File: src/uesf_pkg.sv
// package: register map, field positions and codes of the endpoint flags
`default_nettype none
package uesf_pkg;
    // ----------------------------------------------------------------
    // register byte offsets
    // ----------------------------------------------------------------
    localparam logic [4:0] OFF_STATUS  = 5'h00;
    localparam logic [4:0] OFF_CLEAR   = 5'h04;
    localparam logic [4:0] OFF_SET     = 5'h08;
    localparam logic [4:0] OFF_ENABLE  = 5'h0C;
    localparam logic [4:0] OFF_COMMAND = 5'h10;
    localparam logic [4:0] OFF_CONFIG  = 5'h14;

    // ----------------------------------------------------------------
    // flag bits, shared by status, clear, set and enable registers
    // ----------------------------------------------------------------
    localparam int FB_OUT_RX   = 1;  // out received
    localparam int FB_SETUP    = 2;  // setup received / bank starve
    localparam int FB_NAKOUT   = 3;  // nak out / hb in starve
    localparam int FB_NAKIN    = 4;  // nak in / hb flush
    localparam int FB_OVERRUN  = 5;
    localparam int FB_STALL    = 6;  // stall sent / crc fail
    localparam int FB_SHORT    = 7;

    // status fields
    localparam int ST_TOGGLE   = 8;
    localparam int ST_BUSY     = 12;
    localparam int ST_BANKCTL  = 14;
    localparam int ST_STALL_REQUEST  = 19;
    // enable register extras
    localparam int EN_MDATA    = 8;
    localparam int EN_DATAX    = 9;
    // command strobes
    localparam int CMD_STALL_SET = 0;
    localparam int CMD_STALL_CLR = 1;
    localparam int CMD_BANK_FREE = 2;
    // configuration fields
    localparam int CF_TYPE     = 0;
    localparam int CF_DIR_IN   = 2;
    localparam int CF_HB       = 3;
    localparam int CF_NTRANS   = 4;
    localparam int CF_DMA_END  = 6;
    localparam int CF_AUTO_SW  = 7;

    // ----------------------------------------------------------------
    // codes and reset values
    // ----------------------------------------------------------------
    localparam logic [1:0] PID_DATA0 = 2'h0;
    localparam logic [1:0] PID_DATA1 = 2'h1;
    localparam logic [1:0] PID_DATA2 = 2'h2;
    localparam logic [1:0] PID_MDATA = 2'h3;
    localparam logic [1:0] TOGGLE_RESET = PID_DATA1;
    localparam logic [1:0] BANKS_DATA   = 2'h2;
    localparam logic [1:0] BANKS_CTRL   = 2'h1;
    localparam logic [9:0] ENABLE_RESET = 10'h000;
    localparam logic [7:0] CONFIG_RESET = 8'h00;

    typedef enum logic [1:0] {
        EP_CTRL = 2'h0,
        EP_ISO  = 2'h1,
        EP_BULK = 2'h2,
        EP_INTR = 2'h3
    } uesf_ep_t;

    typedef enum logic [2:0] {
        REPLY_ACK   = 3'h0,
        REPLY_NAK   = 3'h1,
        REPLY_STALL = 3'h2,
        REPLY_DATA  = 3'h3,
        REPLY_ZLP   = 3'h4,
        REPLY_DROP  = 3'h5,
        REPLY_SHORT = 3'h6
    } uesf_reply_t;
endpackage
`default_nettype wire

File: src/uesf_endpoint.sv
// endpoint flag, toggle and bank logic with an Avalon-MM register slave
//
// The Avalon-MM slave port and the placing of the registers were left to the implementer.
`default_nettype none

module uesf_endpoint (
    input  wire logic                  clock,
    input  wire logic                  rst_b,
    input  wire logic [4:0]            address,
    input  wire logic                  read,
    input  wire logic                  write,
    input  wire logic [31:0]           writedata,
    input  wire logic [3:0]            byteenable,
    output var  logic [31:0]           readdata,
    output var  logic                  waitrequest,
    input  wire logic                  in_token,
    input  wire logic                  out_packet,
    input  wire logic [1:0]            out_pid,
    input  wire logic                  out_is_setup,
    input  wire logic                  out_short,
    input  wire logic                  out_crc_bad,
    input  wire logic                  out_too_big,
    input  wire logic                  in_dma_end,
    input  wire logic                  uframe_end,
    output var  logic                  reply_valid,
    output var  uesf_pkg::uesf_reply_t reply_code,
    output var  logic [1:0]            reply_pid,
    output var  logic                  flush_banks,
    output var  logic                  endpoint_irq
);
    import uesf_pkg::*;

    function automatic logic [1:0] hb_in_pid(input logic [1:0] left);
        case (left)
            2'h1:    hb_in_pid = PID_DATA0;
            2'h2:    hb_in_pid = PID_DATA1;
            default: hb_in_pid = PID_DATA2;
        endcase
    endfunction

    function automatic logic [1:0] sat_inc(input logic [1:0] v);
        sat_inc = (v == 2'h3) ? v : v + 2'h1;
    endfunction

    // ----------------------------------------------------------------
    // state
    // ----------------------------------------------------------------
    logic [7:0]  flag;
    logic [1:0]  toggle_pid_field;
    logic [1:0]  busy;
    logic        stall_request;
    logic [9:0]  enable_reg;
    logic [7:0]  config_reg;
    logic [1:0]  done_cnt;
    logic [1:0]  fill_cnt;

    // ----------------------------------------------------------------
    // decode
    // ----------------------------------------------------------------
    uesf_ep_t    ep_type;
    logic        is_ctrl;
    logic        is_iso;
    logic        dir_in;
    logic        hb_iso;
    logic        hb_in;
    logic [1:0]  ntrans;
    logic [1:0]  cap;
    logic        bank_control_flag;
    logic        wr_go;
    logic [31:0] wd;
    logic [7:0]  clr_vec;
    logic [7:0]  set_vec;
    logic [2:0]  cmd_vec;
    logic [7:0]  flag_mask;

    assign ep_type = uesf_ep_t'(config_reg[CF_TYPE +: 2]);
    assign is_ctrl = (ep_type == EP_CTRL);
    assign is_iso  = (ep_type == EP_ISO);
    assign dir_in  = config_reg[CF_DIR_IN] & ~is_ctrl;
    assign ntrans  = config_reg[CF_NTRANS +: 2];
    assign hb_iso  = config_reg[CF_HB] & is_iso;
    assign hb_in   = hb_iso & dir_in & (ntrans >= 2'h2);
    assign cap     = is_ctrl ? BANKS_CTRL : BANKS_DATA;
    // IN: a free bank to fill; OUT: a full bank to read
    assign bank_control_flag = dir_in ? (busy < cap) : (busy != 2'h0);

    assign wr_go = write & ~waitrequest;
    assign wd = writedata & {{8{byteenable[3]}}, {8{byteenable[2]}},
                             {8{byteenable[1]}}, {8{byteenable[0]}}};
    assign clr_vec = (wr_go && address == OFF_CLEAR) ? wd[7:0] : 8'h00;
    assign set_vec = (wr_go && address == OFF_SET) ? wd[7:0] : 8'h00;
    assign cmd_vec = (wr_go && address == OFF_COMMAND) ? wd[2:0] : 3'h0;

    // shared bit is dead on bulk/interrupt, out flag dead on IN
    always_comb begin
        flag_mask = 8'hFE;
        flag_mask[FB_SETUP]  = is_ctrl | is_iso;
        flag_mask[FB_OUT_RX] = ~dir_in;
    end

    // ----------------------------------------------------------------
    // transaction decisions
    // ----------------------------------------------------------------
    logic [7:0]  ev;
    logic        rsp_v;
    uesf_reply_t rsp;
    logic [1:0]  rsp_pid;
    logic [1:0]  next_toggle;
    logic [1:0]  next_busy;
    logic [1:0]  next_done;
    logic [1:0]  next_fill;
    logic        inc;
    logic        dec;
    logic        do_flush;

    always_comb begin
        ev = 8'h00;
        rsp_v = 1'b0;
        rsp = REPLY_ACK;
        rsp_pid = toggle_pid_field;
        next_toggle = toggle_pid_field;
        next_done = done_cnt;
        next_fill = fill_cnt;
        inc = 1'b0;
        dec = 1'b0;
        do_flush = 1'b0;
        if (in_token) begin
            rsp_v = 1'b1;
            if (stall_request) begin
                rsp = REPLY_STALL;
                ev[FB_STALL] = 1'b1;
            end else if (busy != 2'h0) begin
                rsp = REPLY_DATA;
                if (hb_iso)
                    rsp_pid = hb_in_pid(2'(ntrans - done_cnt));
                else if (toggle_pid_field == PID_DATA0)
                    rsp_pid = PID_DATA1;
                else
                    rsp_pid = PID_DATA0;
                next_toggle = rsp_pid;
                dec = 1'b1;
                next_done = sat_inc(done_cnt);
            end else if (is_iso) begin
                rsp = REPLY_ZLP;
                ev[FB_SETUP] = 1'b1;
            end else begin
                rsp = REPLY_NAK;
                ev[FB_NAKIN] = 1'b1;
            end
        end else if (out_packet) begin
            rsp_v = 1'b1;
            if (out_is_setup && is_ctrl) begin
                // a setup always lands; it overrides a pending stall
                ev[FB_SETUP] = 1'b1;
                inc = (busy == 2'h0);
                next_toggle = out_pid;
            end else if (stall_request) begin
                rsp = REPLY_STALL;
                ev[FB_STALL] = 1'b1;
            end else if (busy >= cap) begin
                if (is_iso) begin
                    rsp = REPLY_DROP;
                    ev[FB_SETUP] = 1'b1;
                end else begin
                    rsp = REPLY_NAK;
                    ev[FB_NAKOUT] = 1'b1;
                end
            end else begin
                inc = 1'b1;
                next_toggle = out_pid;
                ev[FB_OUT_RX] = 1'b1;
                ev[FB_SHORT] = out_short & ~is_ctrl;
                ev[FB_STALL] = out_crc_bad & is_iso;
                ev[FB_OVERRUN] = out_too_big;
            end
        end else if (in_dma_end && dir_in && config_reg[CF_DMA_END]
                     && config_reg[CF_AUTO_SW]) begin
            rsp_v = 1'b1;
            rsp = REPLY_SHORT;
            ev[FB_SHORT] = 1'b1;
        end
        // software frees or hands over the current bank
        if (cmd_vec[CMD_BANK_FREE] && !is_ctrl) begin
            if (dir_in && busy < cap && !inc) begin
                inc = 1'b1;
                next_fill = sat_inc(fill_cnt);
            end else if (!dir_in && busy != 2'h0 && !dec) begin
                dec = 1'b1;
                // next bank already full: the out flag follows it
                ev[FB_OUT_RX] = ev[FB_OUT_RX] | (busy > 2'h1);
            end
        end
        if (is_ctrl && !dec && busy != 2'h0
            && (clr_vec[FB_SETUP] || clr_vec[FB_OUT_RX]))
            dec = 1'b1;
        if (uframe_end && hb_in) begin
            if (done_cnt < ntrans) begin
                do_flush = 1'b1;
                ev[FB_NAKIN] = 1'b1;
            end
            ev[FB_NAKOUT] = ev[FB_NAKOUT] | (fill_cnt < ntrans);
            next_done = 2'h0;
            next_fill = 2'h0;
        end
        if (do_flush)
            next_busy = 2'h0;
        else
            next_busy = 2'(busy + {1'b0, inc} - {1'b0, dec});
    end

    // ----------------------------------------------------------------
    // flags: hardware set wins over software clear
    // ----------------------------------------------------------------
    always_ff @(posedge clock) begin
        if (!rst_b)
            flag <= 8'h00;
        else
            flag <= ((flag & ~clr_vec) | ev | set_vec) & flag_mask;
    end

    always_ff @(posedge clock) begin
        if (!rst_b)
            toggle_pid_field <= TOGGLE_RESET;
        else
            toggle_pid_field <= next_toggle;
    end

    always_ff @(posedge clock) begin
        if (!rst_b) begin
            busy <= 2'h0;
            done_cnt <= 2'h0;
            fill_cnt <= 2'h0;
        end else begin
            busy <= next_busy;
            done_cnt <= next_done;
            fill_cnt <= next_fill;
        end
    end

    always_ff @(posedge clock) begin
        if (!rst_b)
            stall_request <= 1'b0;
        else if (cmd_vec[CMD_STALL_SET])
            stall_request <= 1'b1;
        else if (cmd_vec[CMD_STALL_CLR] || (out_packet && out_is_setup))
            stall_request <= 1'b0;
    end

    always_ff @(posedge clock) begin
        if (!rst_b) begin
            reply_valid <= 1'b0;
            reply_code <= REPLY_ACK;
            reply_pid <= PID_DATA0;
            flush_banks <= 1'b0;
        end else begin
            reply_valid <= rsp_v;
            reply_code <= rsp;
            reply_pid <= rsp_pid;
            flush_banks <= do_flush;
        end
    end

    // ----------------------------------------------------------------
    // interrupt
    // ----------------------------------------------------------------
    logic [7:0] pend;
    logic       hb_out_hit;

    assign hb_out_hit = flag[FB_OUT_RX] & hb_iso & ~dir_in &
        ((enable_reg[EN_MDATA] & toggle_pid_field == PID_MDATA) |
         (enable_reg[EN_DATAX] & toggle_pid_field != PID_MDATA));

    always_comb begin
        pend = flag & enable_reg[7:0];
        if (hb_iso && !dir_in)
            pend[FB_OUT_RX] = hb_out_hit;
    end

    always_ff @(posedge clock) begin
        if (!rst_b)
            endpoint_irq <= 1'b0;
        else
            endpoint_irq <= |pend;
    end

    // ----------------------------------------------------------------
    // register slave: one wait cycle, then the access is taken
    // ----------------------------------------------------------------
    always_ff @(posedge clock) begin
        if (!rst_b)
            waitrequest <= 1'b1;
        else
            waitrequest <= ~((read | write) & waitrequest);
    end

    always_ff @(posedge clock) begin
        if (!rst_b) begin
            enable_reg <= ENABLE_RESET;
            config_reg <= CONFIG_RESET;
        end else if (wr_go && address == OFF_ENABLE) begin
            enable_reg <= {wd[9:1], 1'b0};
        end else if (wr_go && address == OFF_CONFIG) begin
            config_reg <= wd[7:0];
        end
    end

    always_ff @(posedge clock) begin
        if (!rst_b) begin
            readdata <= 32'h0000_0000;
        end else if (read && waitrequest) begin
            readdata <= 32'h0000_0000;
            case (address)
                OFF_STATUS: begin
                    readdata[7:0] <= flag;
                    readdata[ST_TOGGLE +: 2] <= toggle_pid_field;
                    readdata[ST_BUSY +: 2] <= busy;
                    readdata[ST_BANKCTL] <= bank_control_flag;
                    readdata[ST_STALL_REQUEST] <= stall_request;
                end
                OFF_ENABLE: readdata[9:0] <= enable_reg;
                OFF_CONFIG: readdata[7:0] <= config_reg;
                default:    readdata <= 32'h0000_0000;
            endcase
        end
    end

    // ----------------------------------------------------------------
    // checks
    // ----------------------------------------------------------------
    a_toggle_reset: assert property (@(posedge clock)
        $rose(rst_b) |-> toggle_pid_field == PID_DATA1)
        else $error("toggle field not Data1 after reset");

    a_in_next_pid: assert property (@(posedge clock) disable iff (!rst_b)
        in_token && !stall_request && busy != 2'h0 && !hb_iso
        |=> reply_code == REPLY_DATA && reply_pid != $past(toggle_pid_field)
            && toggle_pid_field == reply_pid)
        else $error("IN packet did not use the next toggle");

    a_out_last_pid: assert property (@(posedge clock) disable iff (!rst_b)
        out_packet && !out_is_setup && !stall_request && busy < cap
        |=> toggle_pid_field == $past(out_pid) && flag[FB_OUT_RX])
        else $error("OUT PID not recorded");

    a_short_out: assert property (@(posedge clock) disable iff (!rst_b)
        out_packet && out_short && !stall_request && busy < cap
        && !is_ctrl && !out_is_setup |=> flag[FB_SHORT])
        else $error("short packet flag missing");

    a_irq_follows: assert property (@(posedge clock) disable iff (!rst_b)
        flag[FB_OVERRUN] && enable_reg[FB_OVERRUN]
        |=> endpoint_irq)
        else $error("enabled flag gave no interrupt");

    a_clear_flag: assert property (@(posedge clock) disable iff (!rst_b)
        clr_vec[FB_NAKIN] && !ev[FB_NAKIN] && !set_vec[FB_NAKIN]
        |=> !flag[FB_NAKIN])
        else $error("write-one clear had no effect");

    a_stall_reply: assert property (@(posedge clock) disable iff (!rst_b)
        in_token && stall_request
        |=> reply_valid && reply_code == REPLY_STALL && flag[FB_STALL])
        else $error("stall not sent or not flagged");

    a_nak_in: assert property (@(posedge clock) disable iff (!rst_b)
        in_token && !stall_request && busy == 2'h0 && !is_iso
        |=> reply_code == REPLY_NAK && flag[FB_NAKIN])
        else $error("NAK to IN not flagged");

    a_iso_drop: assert property (@(posedge clock) disable iff (!rst_b)
        out_packet && is_iso && !stall_request && busy >= cap
        |=> reply_code == REPLY_DROP && flag[FB_SETUP]
            && busy == $past(busy))
        else $error("iso OUT into full bank not dropped");

    a_hb_flush: assert property (@(posedge clock) disable iff (!rst_b)
        uframe_end && hb_in && done_cnt < ntrans
        |=> flush_banks && busy == 2'h0 && flag[FB_NAKIN])
        else $error("hb IN banks not flushed");
endmodule
`default_nettype wire

File: config.mk
export PLATFORM = sky130hd
export DESIGN_NAME = uesf_endpoint
export DESIGN_NICKNAME = d
export VERILOG_FILES = /design/src/uesf_pkg.sv /design/src/uesf_endpoint.sv
export SDC_FILE = /design/constraint.sdc
export NUM_CORES = 1
export LEC_CHECK = 0
export ABC_AREA = 1
export ABC_CLOCK_PERIOD_IN_PS = 2050
export BUFFER_PORTS_ARGS = -buffer_cell sky130_fd_sc_hd__buf_2
export CAP_MARGIN = 5
export CORE_MARGIN = 1
export CORE_UTILIZATION = 46
export CTS_CLUSTER_DIAMETER = 150
export CTS_CLUSTER_SIZE = 16
export DETAILED_ROUTE_END_ITERATION = 8
export PLACE_DENSITY_LB_ADDON = 0.05
export SLEW_MARGIN = 25
export SYNTH_ARGS = -nofsm -noshare
export SYNTH_HDL_FRONTEND = slang
export SYNTH_SLANG_ARGS = --single-unit
File: constraint.sdc
create_clock -name clock -period 2.05 [get_ports clock]
set_clock_uncertainty 0.05 [all_clocks]
set_input_delay 0.205 -clock clock [delete_from_list [all_inputs] [get_ports clock]]
set_output_delay 0.205 -clock clock [all_outputs]
set_load 0.1 [all_outputs]
# After elaboration in Yosys (flattened, before gate mapping)
# Index checks and enable logic that the tools add are counted.
[classes]
addsub = 5
order_cmp = 6
n_eq_ne = 14
mux = 84
bitwise = 34
n_reduce_logical = 42
[ops]
columns = ["operator", "n"]
rows = [
  ["two-way mux 1 bit", 50],
  ["two-way mux 3 bit", 16],
  ["two-way mux 2 bit", 13],
  ["bitwise AND 8 bit", 3],
  ["one-hot mux 8 bit (3 select lines)", 1],
  ["logical AND 1 bit", 21],
  ["two-way mux 8 bit", 2],
  ["OR 8 bit", 2],
  ["bitwise AND 1 bit", 13],
  ["bitwise AND 10 bit", 1],
  ["equality test 5 x 4 -> 1 bit, second input constant", 2],
  ["equality test 5 bit, second input constant", 2],
  ["NOT 1 bit", 9],
  ["equality test 2 bit, second input constant", 4],
  ["NOT 8 bit", 1],
  ["one-hot mux 2 bit (2 select lines)", 2],
  ["OR reduction 8 bit", 1],
  ["logical NOT 2 bit", 3],
  ["less-than comparator 2 bit", 3],
  ["AND reduction 3 bit", 2],
  ["nonzero test 2 bit", 3],
  ["equality test 5 x 3 -> 1 bit, second input constant", 1],
  ["logical NOT 1 bit", 5],
  ["logical NOT 5 bit", 1],
  ["16 further kinds", 24],
]
[word_totals]
regBits = 57
inputBits = 55
word_cells = 200

# Depth between registers and ports, before layout
# Gate-level depths: netlist (run 1).
[depth]
word_depth = 18
depth_mapped = 12
ltp_nobuf = 12

# Worst setup path after synthesis (run 1)
# Ideal clock, no wire load.
[synth_timing]
path_type = "flip-flop to flip-flop"
startpoint = "register waitrequest"
endpoint = "register busy[1]"
arrival_ns = 2.533
setup_slack_ns = -0.603
stages_incl_launch_ff = 13
path_buffers = 0
cell_sequence = "dfxtp_1 > inv_1 > nand2_1 > nor2_1 > nand2_1 > a21oi_1 > nand3_1 > o211ai_1 > ha_1 > inv_1 > ha_1 > or2_2 > a21oi_1"
[synth_between]
elab_chain_len = 12
word_cells_on_any_way = 17
[synth_rtl]
columns = ["element", "line", "rtl"]
rows = [
  ["start, declared", "uesf_endpoint.sv:15", "output var logic waitrequest,"],
  ["start signal, assigned", "uesf_endpoint.sv:293", "waitrequest <= ~((read | write) & waitrequest);"],
  ["NOT 1 bit *", "uesf_endpoint.sv:87", "assign wr_go = write & ~waitrequest;"],
  ["bitwise AND 1 bit *", "uesf_endpoint.sv:87", ""],
  ["logical AND 1 bit", "uesf_endpoint.sv:92", "assign cmd_vec = (wr_go && address == OFF_COMMAND) ? wd[2:0] : 3'h0;"],
  ["two-way mux 3 bit", "uesf_endpoint.sv:92", ""],
  ["logical AND 1 bit", "uesf_endpoint.sv:183", "if (cmd_vec[CMD_BANK_FREE] && !is_ctrl) begin"],
  ["two-way mux 1 bit", "uesf_endpoint.sv:183", ""],
  ["logical NOT 1 bit", "uesf_endpoint.sv:193", "if (is_ctrl && !dec && busy != 2'h0"],
  ["logical AND 1 bit (2 in a row)", "uesf_endpoint.sv:193", ""],
  ["logical AND 1 bit", "uesf_endpoint.sv:194", "&& (clr_vec[FB_SETUP] || clr_vec[FB_OUT_RX]))"],
  ["two-way mux 1 bit", "uesf_endpoint.sv:193", ""],
  ["subtractor 2 x 1 -> 2 bit *", "uesf_endpoint.sv:208", "next_busy = 2'(busy + {1'b0, inc} - {1'b0, dec});"],
  ["end signal, assigned", "uesf_endpoint.sv:234", "busy <= next_busy;"],
  ["end, declared", "uesf_endpoint.sv:50", "logic [1:0] busy;"],
]
# Mark *: on every way between the ends. The rest lies on a longest branch, timed or not.
# A chain may end at the register's enable or synchronous reset.

# Worst setup path in the final report (run 1)
# Ends and elaborated chain as after synthesis.

==> results of run 1 <==
-- repair_timing --
action	4_1_cts	5_1_grt
setup endpoints to repair	1	3
resized for setup	1	19
cloned	0	0
pin swaps	2	12
setup buffers	2	0
-- cell usage in the layout, fill, tap and decap left out, drive strengths merged --
cell type,n
conb,18
inv,48
ha,8
a21boi,1
a21oi,48
o21ai,40
buf,89
nand3,29
and3,1
fa,1
nor2,46
nand2,103
a31oi,1
xnor2,1
clkbuf,5
dfxtp,56
a211oi,2
nand3b,1
nor3,9
clkinv,3
nand4,7
or2,1
o21a,2
o211ai,5
o2111ai,1
-- routing by layer --
metal	global-route usage (%)	wire length (µm)	up-vias
met1	36.2	4110	1386
met3	4.37	436	11
li1	-	-	1585
met5	0	0	-
met4	7.59	151	0
met2	43.0	3690	86
-- through the flow --
stage / cell area [µm²] / setup TNS [ps] / util (%) / hold slack (ps)
after floorplan: 3090 / 0 / - / 260
after global placement: 3530 / 0 / 55.9 / 365
after detailed placement: 3530 / -9.55 / 55.9 / 365
after CTS: 3640 / 0 / 57.7 / 20.1
after global routing: 3690 / -14.3 / 58.4 / 17.7
final: 3690 / 0 / 58.4 / 25.6
-- kinds of logic after synthesis --
group | synth area share (%)
other | 0.125
AO/OA/AOI/OAI | 17.7
flip-flops | 37.3
adder cells (fa/ha/maj) | 4.00
XOR/XNOR | 0.292
buffers and inverters | 11.8
AND/OR/NAND/NOR | 28.8
-- final cells by class --
cell class / count / area share [%]
flip-flops and latches: 56 / 30.6
clock buffers: 5 / 1.87
well taps: 77 / 2.61
inverters: 48 / 5.02
clock inverters: 3 / 0.610
repair buffers: 89 / 14.5
multi-input cells: 325 / 44.8
-- power groups by stage --
stage / logic (mW) / clock network, mW / registers (mW)
global placement: 1.10 / 0 / 1.25
floorplan: 0.645 / 0 / 1.38
global route: 1.31 / 0.702 / 1.25
detailed placement: 1.12 / 0 / 1.25
CTS: 1.12 / 0.661 / 1.22
finish: 1.18 / 0.648 / 1.23
-- worst max-delay path: stages, from the launching register on --
cell	delay, ps
dfxtp_4	370
inv_4	50
nand3_2	90
nor2_4	160
nand3_2	110
o21a_1	190
ha_1	270
inv_1	40
ha_1	180
or2_4	250
a21oi_2	110
-- worst max path at each step --
stage	end	cells past startpoint
3_3_place_gp	busy[1]$_SDFF_PP0_	11
4_1_cts	busy[1]$_SDFF_PP0_	10
2_1_floorplan	busy[1]$_SDFF_PP0_	12
5_1_grt	toggle_pid_field[1]$_SDFFE_PN0P_	11
6_report	busy[1]$_SDFF_PP0_	10
3_5_place_dp	busy[1]$_SDFF_PP0_	11
==> metrics.txt, run 1 <==
status finished clean; CP arrival 2140 ps; Row Count 29; worst hold path startpoint read; DP Worst Slack -9.55 ps; HPWL reported at the end of detailed placement 6.55 mm; CP endpoint kind register; Worst Setup Slack, final 119 ps; io pins 96; Yosys cell types 35; area of the multi-input gates 1650 µm²; Sequential Power Share 40.3%; Critical Path RT 2250 ps; Nets 589; vias per inst 5.09; n_diodes 0; Placed Cells 593; DRT iter0 DRCs 142; DR WL/cell 13.9 µm; starting density of the core 47.6%; GR Util All Layers 26.6%; max-cap viol count 0; layout cells sized above 1 24.3%; CTS Buf Count 5; DR pass1 iterations 4; critical-path maximum fanout 4; CORE AREA 6310 µm²; fin crit share 94.2%; Layout Cells excl Fill 603; maximum clock insertion buffer count 2; sequential share of the synthesized area 37.3%; Worst Setup Start Kind register; WS Path Type register to register; hold depth 2; Fill cells 675; WL final 8.39 mm; Psw 1.23 mW; final setup fails 0; clock share of power 21.2%; Sw Share 40.4%; worst hold-check path type primary input to register; Die W 82.8 µm; Syn. warnings 0; synthesized instance count 439; synthesized area 3000 µm²; VDD IR max 0.000514 V; Synth area leaders dfxtp_1 37%, nand2_1 13%, a21oi_1 8.0%, o21ai_0 6.3%, inv_1 5.6%; antenna violation net count after detailed routing 0; register bit total from synthesis 56; syn avg cell area 6.84 µm²; clock sinks 56; CTS tree yes; clk slew on worst S/H paths 110 ps; CTS Hold Bufs 0; Clk Tree Root Cell clkbuf_8; Synth top area share 37.3%; GP Congestion 0.930; Pleak 1.69 nW; Tmin final 1930 ps; GR Overflow Total 0; synth cell count leaders 102 x nand2_1, 56 x dfxtp_1, 48 x a21oi_1; Power Total 3.06 mW; FF+latch area 1130 µm²; vias in the first global route 2744; Clk Latency, worst-skew pair 320 ps; worst reg-to-reg setup slack 120 ps; FF-to-FF End busy[1]$_SDFF_PP0_; Port-buffer cells 53; antenna violations before repair 0; P&R area growth vs syn 22.9%; ratio of total power to cell area 828 nW/µm²; number of synthesized flops with an enable pin 0; Die Y 82.8 µm; Die ar. 6860 µm²; ys flop type dfxtp_1; Worst Hold End waitrequest$_SDFF_PN1_; Max Freq 518 MHz; first-pass GRT wire length 13.5 mm; Logic pwr share 38.5%; cell taking the most area after synthesis dfxtp_1; H-tree depth 2; Async SR Flop Fraction 0%; most frequent cell after synthesis nand2_1; Reg-to-Reg Start waitrequest$_SDFF_PN1_; Fin. Hold Viols 0; reg2reg path depth 10; max-slew violations 0; via count 3068; DR DRC count 0; internal power 1.82 mW; largest net degree at the start of global routing 25; Largest register FFs 14; worst setup path start waitrequest$_SDFF_PN1_
Power figures use the tool's default switching activity.
==> run 2, diff against run 1 <==
ABC_AREA = not set   (was 1)
BUFFER_PORTS_ARGS = not set   (was -buffer_cell sky130_fd_sc_hd__buf_2)
CORE_UTILIZATION = 42   (was 46)
DONT_BUFFER_PORTS = 1   (was not set)
==> metrics.txt, run 2 <==
status finished with violations; failing checks negative hold slack, negative setup slack; number of synthesized flops with an enable pin 0 (unchanged); max-slew violations 0 (unchanged); Synth top area share 36.0% (-1.3 points); maximum clock insertion buffer count 2 (unchanged); Design Area, Final 3840 µm² (+4.1%); Clk Tree Root Cell clkbuf_8; clk slew on worst S/H paths 100 ps (about the same); synthesized area 3110 µm² (+3.6%); starting density of the core 43.1% (-4.4 points); measured slew at the worst slew-check pin 526 ps; Die Y 88.1 µm (+6.4%); DP Area 3550 µm² (+0.60%); layout cells sized above 1 23.0% (-1.4 points); Clk Latency, worst-skew pair 310 ps (about the same); Die ar. 7760 µm² (+13%); CTS tree yes; DR WL/cell 17.2 µm (+24%); Worst Setup Start Kind register; Pleak 1.56 nW (-7.6%); Worst Setup Slack, final -84.5 ps (-203 ps); Nets 482 (-18%); fin crit share 104% (+9.9 points); RSZ-0062 raised after global routing true; CORE AREA 7210 µm² (+14%); antenna violations before repair 0 (unchanged); Sw Share 37.7% (-2.7 points); DR DRC count 0 (unchanged); Async SR Flop Fraction 0% (unchanged); first-pass GRT wire length 14.1 mm (+4.9%); DP Worst Slack -91.6 ps (-82.0 ps); GR Overflow Total 0 (unchanged); WL final 8.90 mm (+6.1%); vias per inst 5.61 (+10%); P&R area growth vs syn 23.5%; via count 2900 (-5.5%); GP Congestion 0.849 (-8.7%); most frequent cell after synthesis dfxtp_1; antenna violation net count after detailed routing 0 (unchanged); Largest register FFs 14 (unchanged); relative slew slack 64.9%; H-tree depth 2 (unchanged); Synth area leaders dfxtp_1 36%, mux2i_1 5.5%, buf_4 4.3%, nor2_1 4.1%, a21oi_1 3.7%; largest net degree at the start of global routing 32 (+28%); max-cap viol count 0 (unchanged); synthesized instance count 364 (-17%); CP arrival 2300 ps (+160 ps); clock sinks 56 (unchanged); VDD IR max 0.000326 V (-37%); Fin. Hold Viols 6 (+6); DRT iter0 DRCs 210 (+48%); vias in the first global route 2701 (-1.6%); ys flop type dfxtp_1; n_diodes 0 (unchanged); Syn. warnings 0 (unchanged); GR Util All Layers 23.8% (-2.8 points); setup TNS -131 ps (-131 ps); Yosys cell types 59 (+69%); critical-path maximum fanout 6 (+2); register bit total from synthesis 56 (unchanged); sequential share of the synthesized area 36.0% (-1.3 points); most common cell after layout, fill and taps aside buf_4; most frequent cells in the layout 57 x buf_4, 52 x dfxtp_1, 33 x nor2_1, 25 x nand2_1, 23 x a21oi_1; Port-buffer cells 0 (-100%); synth cell count leaders 56 x dfxtp_1, 34 x nor2_1, 25 x nand2_1; CTS Hold Bufs 12 (+12); Fill cells 709 (+5.0%); HPWL reported at the end of detailed placement 6.67 mm (+1.8%); ratio of total power to cell area 709 nW/µm² (-14%); final setup fails 2 (+2); Die W 88.1 µm (+6.4%); syn avg cell area 8.55 µm² (+25%); Post-CTS Setup Inserts 0 (-2); utilization after layout 53.3% (-5.2 points); minimum hold slack -36.5 ps (-62.1 ps); WS Path Type register to register; worst hold-check path type primary input to register; Psw 1.03 mW (-17%); Max Freq 468 MHz (-9.5%); Sequential Power Share 44.4% (+4.1 points); internal power 1.70 mW (-6.8%); io pins 96 (unchanged); Critical Path RT 2220 ps (-30 ps); clock share of power 22.7% (+1.5 points); Row Count 31 (+6.9%); Logic pwr share 32.9% (-5.6 points); cell taking the most area after synthesis dfxtp_1; CTS Buf Count 5 (unchanged); CP endpoint kind register; DR pass1 iterations 4 (unchanged); Tmin final 2130 ps (+203 ps)
==> run 2: what timing repair did <==
item	4_1_cts	5_1_grt
endpoints found under the hold margin	18	6
gates resized for setup	4	15
endpoints found under the setup margin	2	7
pin swaps	3	8
==> run 2: kinds of logic (layout without fill, tap and decap cells) <==
kind of cell               after synthesis  after routing  share of synthesized area, %
AOI/OAI and AO/OA                       90             90                          20.6
and+or+nand+nor                        135            135                          23.8
other                                    1             18                         0.121
muxes                                   18             18                          5.83
xor gates and xnor gates                 4              4                          1.13
DFF                                     56             56                          36.0
buffers and inverters                   51             88                          8.69
adders and majority gates                9              9                          3.86
==> run 2: layer usage <==
metal | vias up | wire length [µm] | track usage, %
met5 | - | 0 | 0
met2 | 79 | 4270 | 38.8
met4 | 0 | 93 | 6.01
met1 | 1417 | 4150 | 33.0
met3 | 6 | 384 | 3.30
li1 | 1398 | - | -
==> run 2: path summary, 6_finish.rpt <==
kind,from,to,slack [ps],depth (start not counted)
min,rst_b,flag[3]$_SDFF_PN0_,-40,1
max,busy[1]$_SDFF_PP0_,busy[1]$_SDFF_PP0_,-80,9
max reg2reg,busy[1]$_SDFF_PP0_,busy[1]$_SDFF_PP0_,-80,9
min reg2reg,readdata[14]$_SDFFE_PN0P_,readdata[14]$_SDFFE_PN0P_,410,2
==> run 2: power groups by stage <==
stage	combinational (mW)	sequential (mW)	clock, mW
5_1_grt	0.967	1.22	0.674
3_3_place_gp	0.800	1.23	0
4_1_cts	0.835	1.21	0.631
2_1_floorplan	0.500	1.36	0
3_5_place_dp	0.807	1.23	0
6_report	0.897	1.21	0.618
==> run 2: cell type report <==
cell class,instances,area (µm²),area share (%)
Inverter,11,41.3,1.07
Multi-Input combinational cell,274,1900,49.4
Tap cell,99,124,3.22
Clock inverter,2,12.5,0.326
Timing Repair Buffer,70,568,14.8
Clock buffer,5,68.8,1.79
Sequential cell,56,1130,29.4
==> run 2: through the flow <==
step	power (mW)	instances
2_1_floorplan	1.86	381
3_3_place_gp	2.03	498
3_5_place_dp	2.04	498
4_1_cts	2.67	517
5_1_grt	2.86	517
6_report	2.72	517
==> run 2: worst max-delay path, cell delays in order, from the launching register on <==
cell and delay (ps):
dfxtp_1 410, nor4b_4 360, and3_4 240, a211oi_2 50, ha_1 300, inv_2 40, ha_4 150, xnor2_2 130
xnor2_1 120, and3_1 170
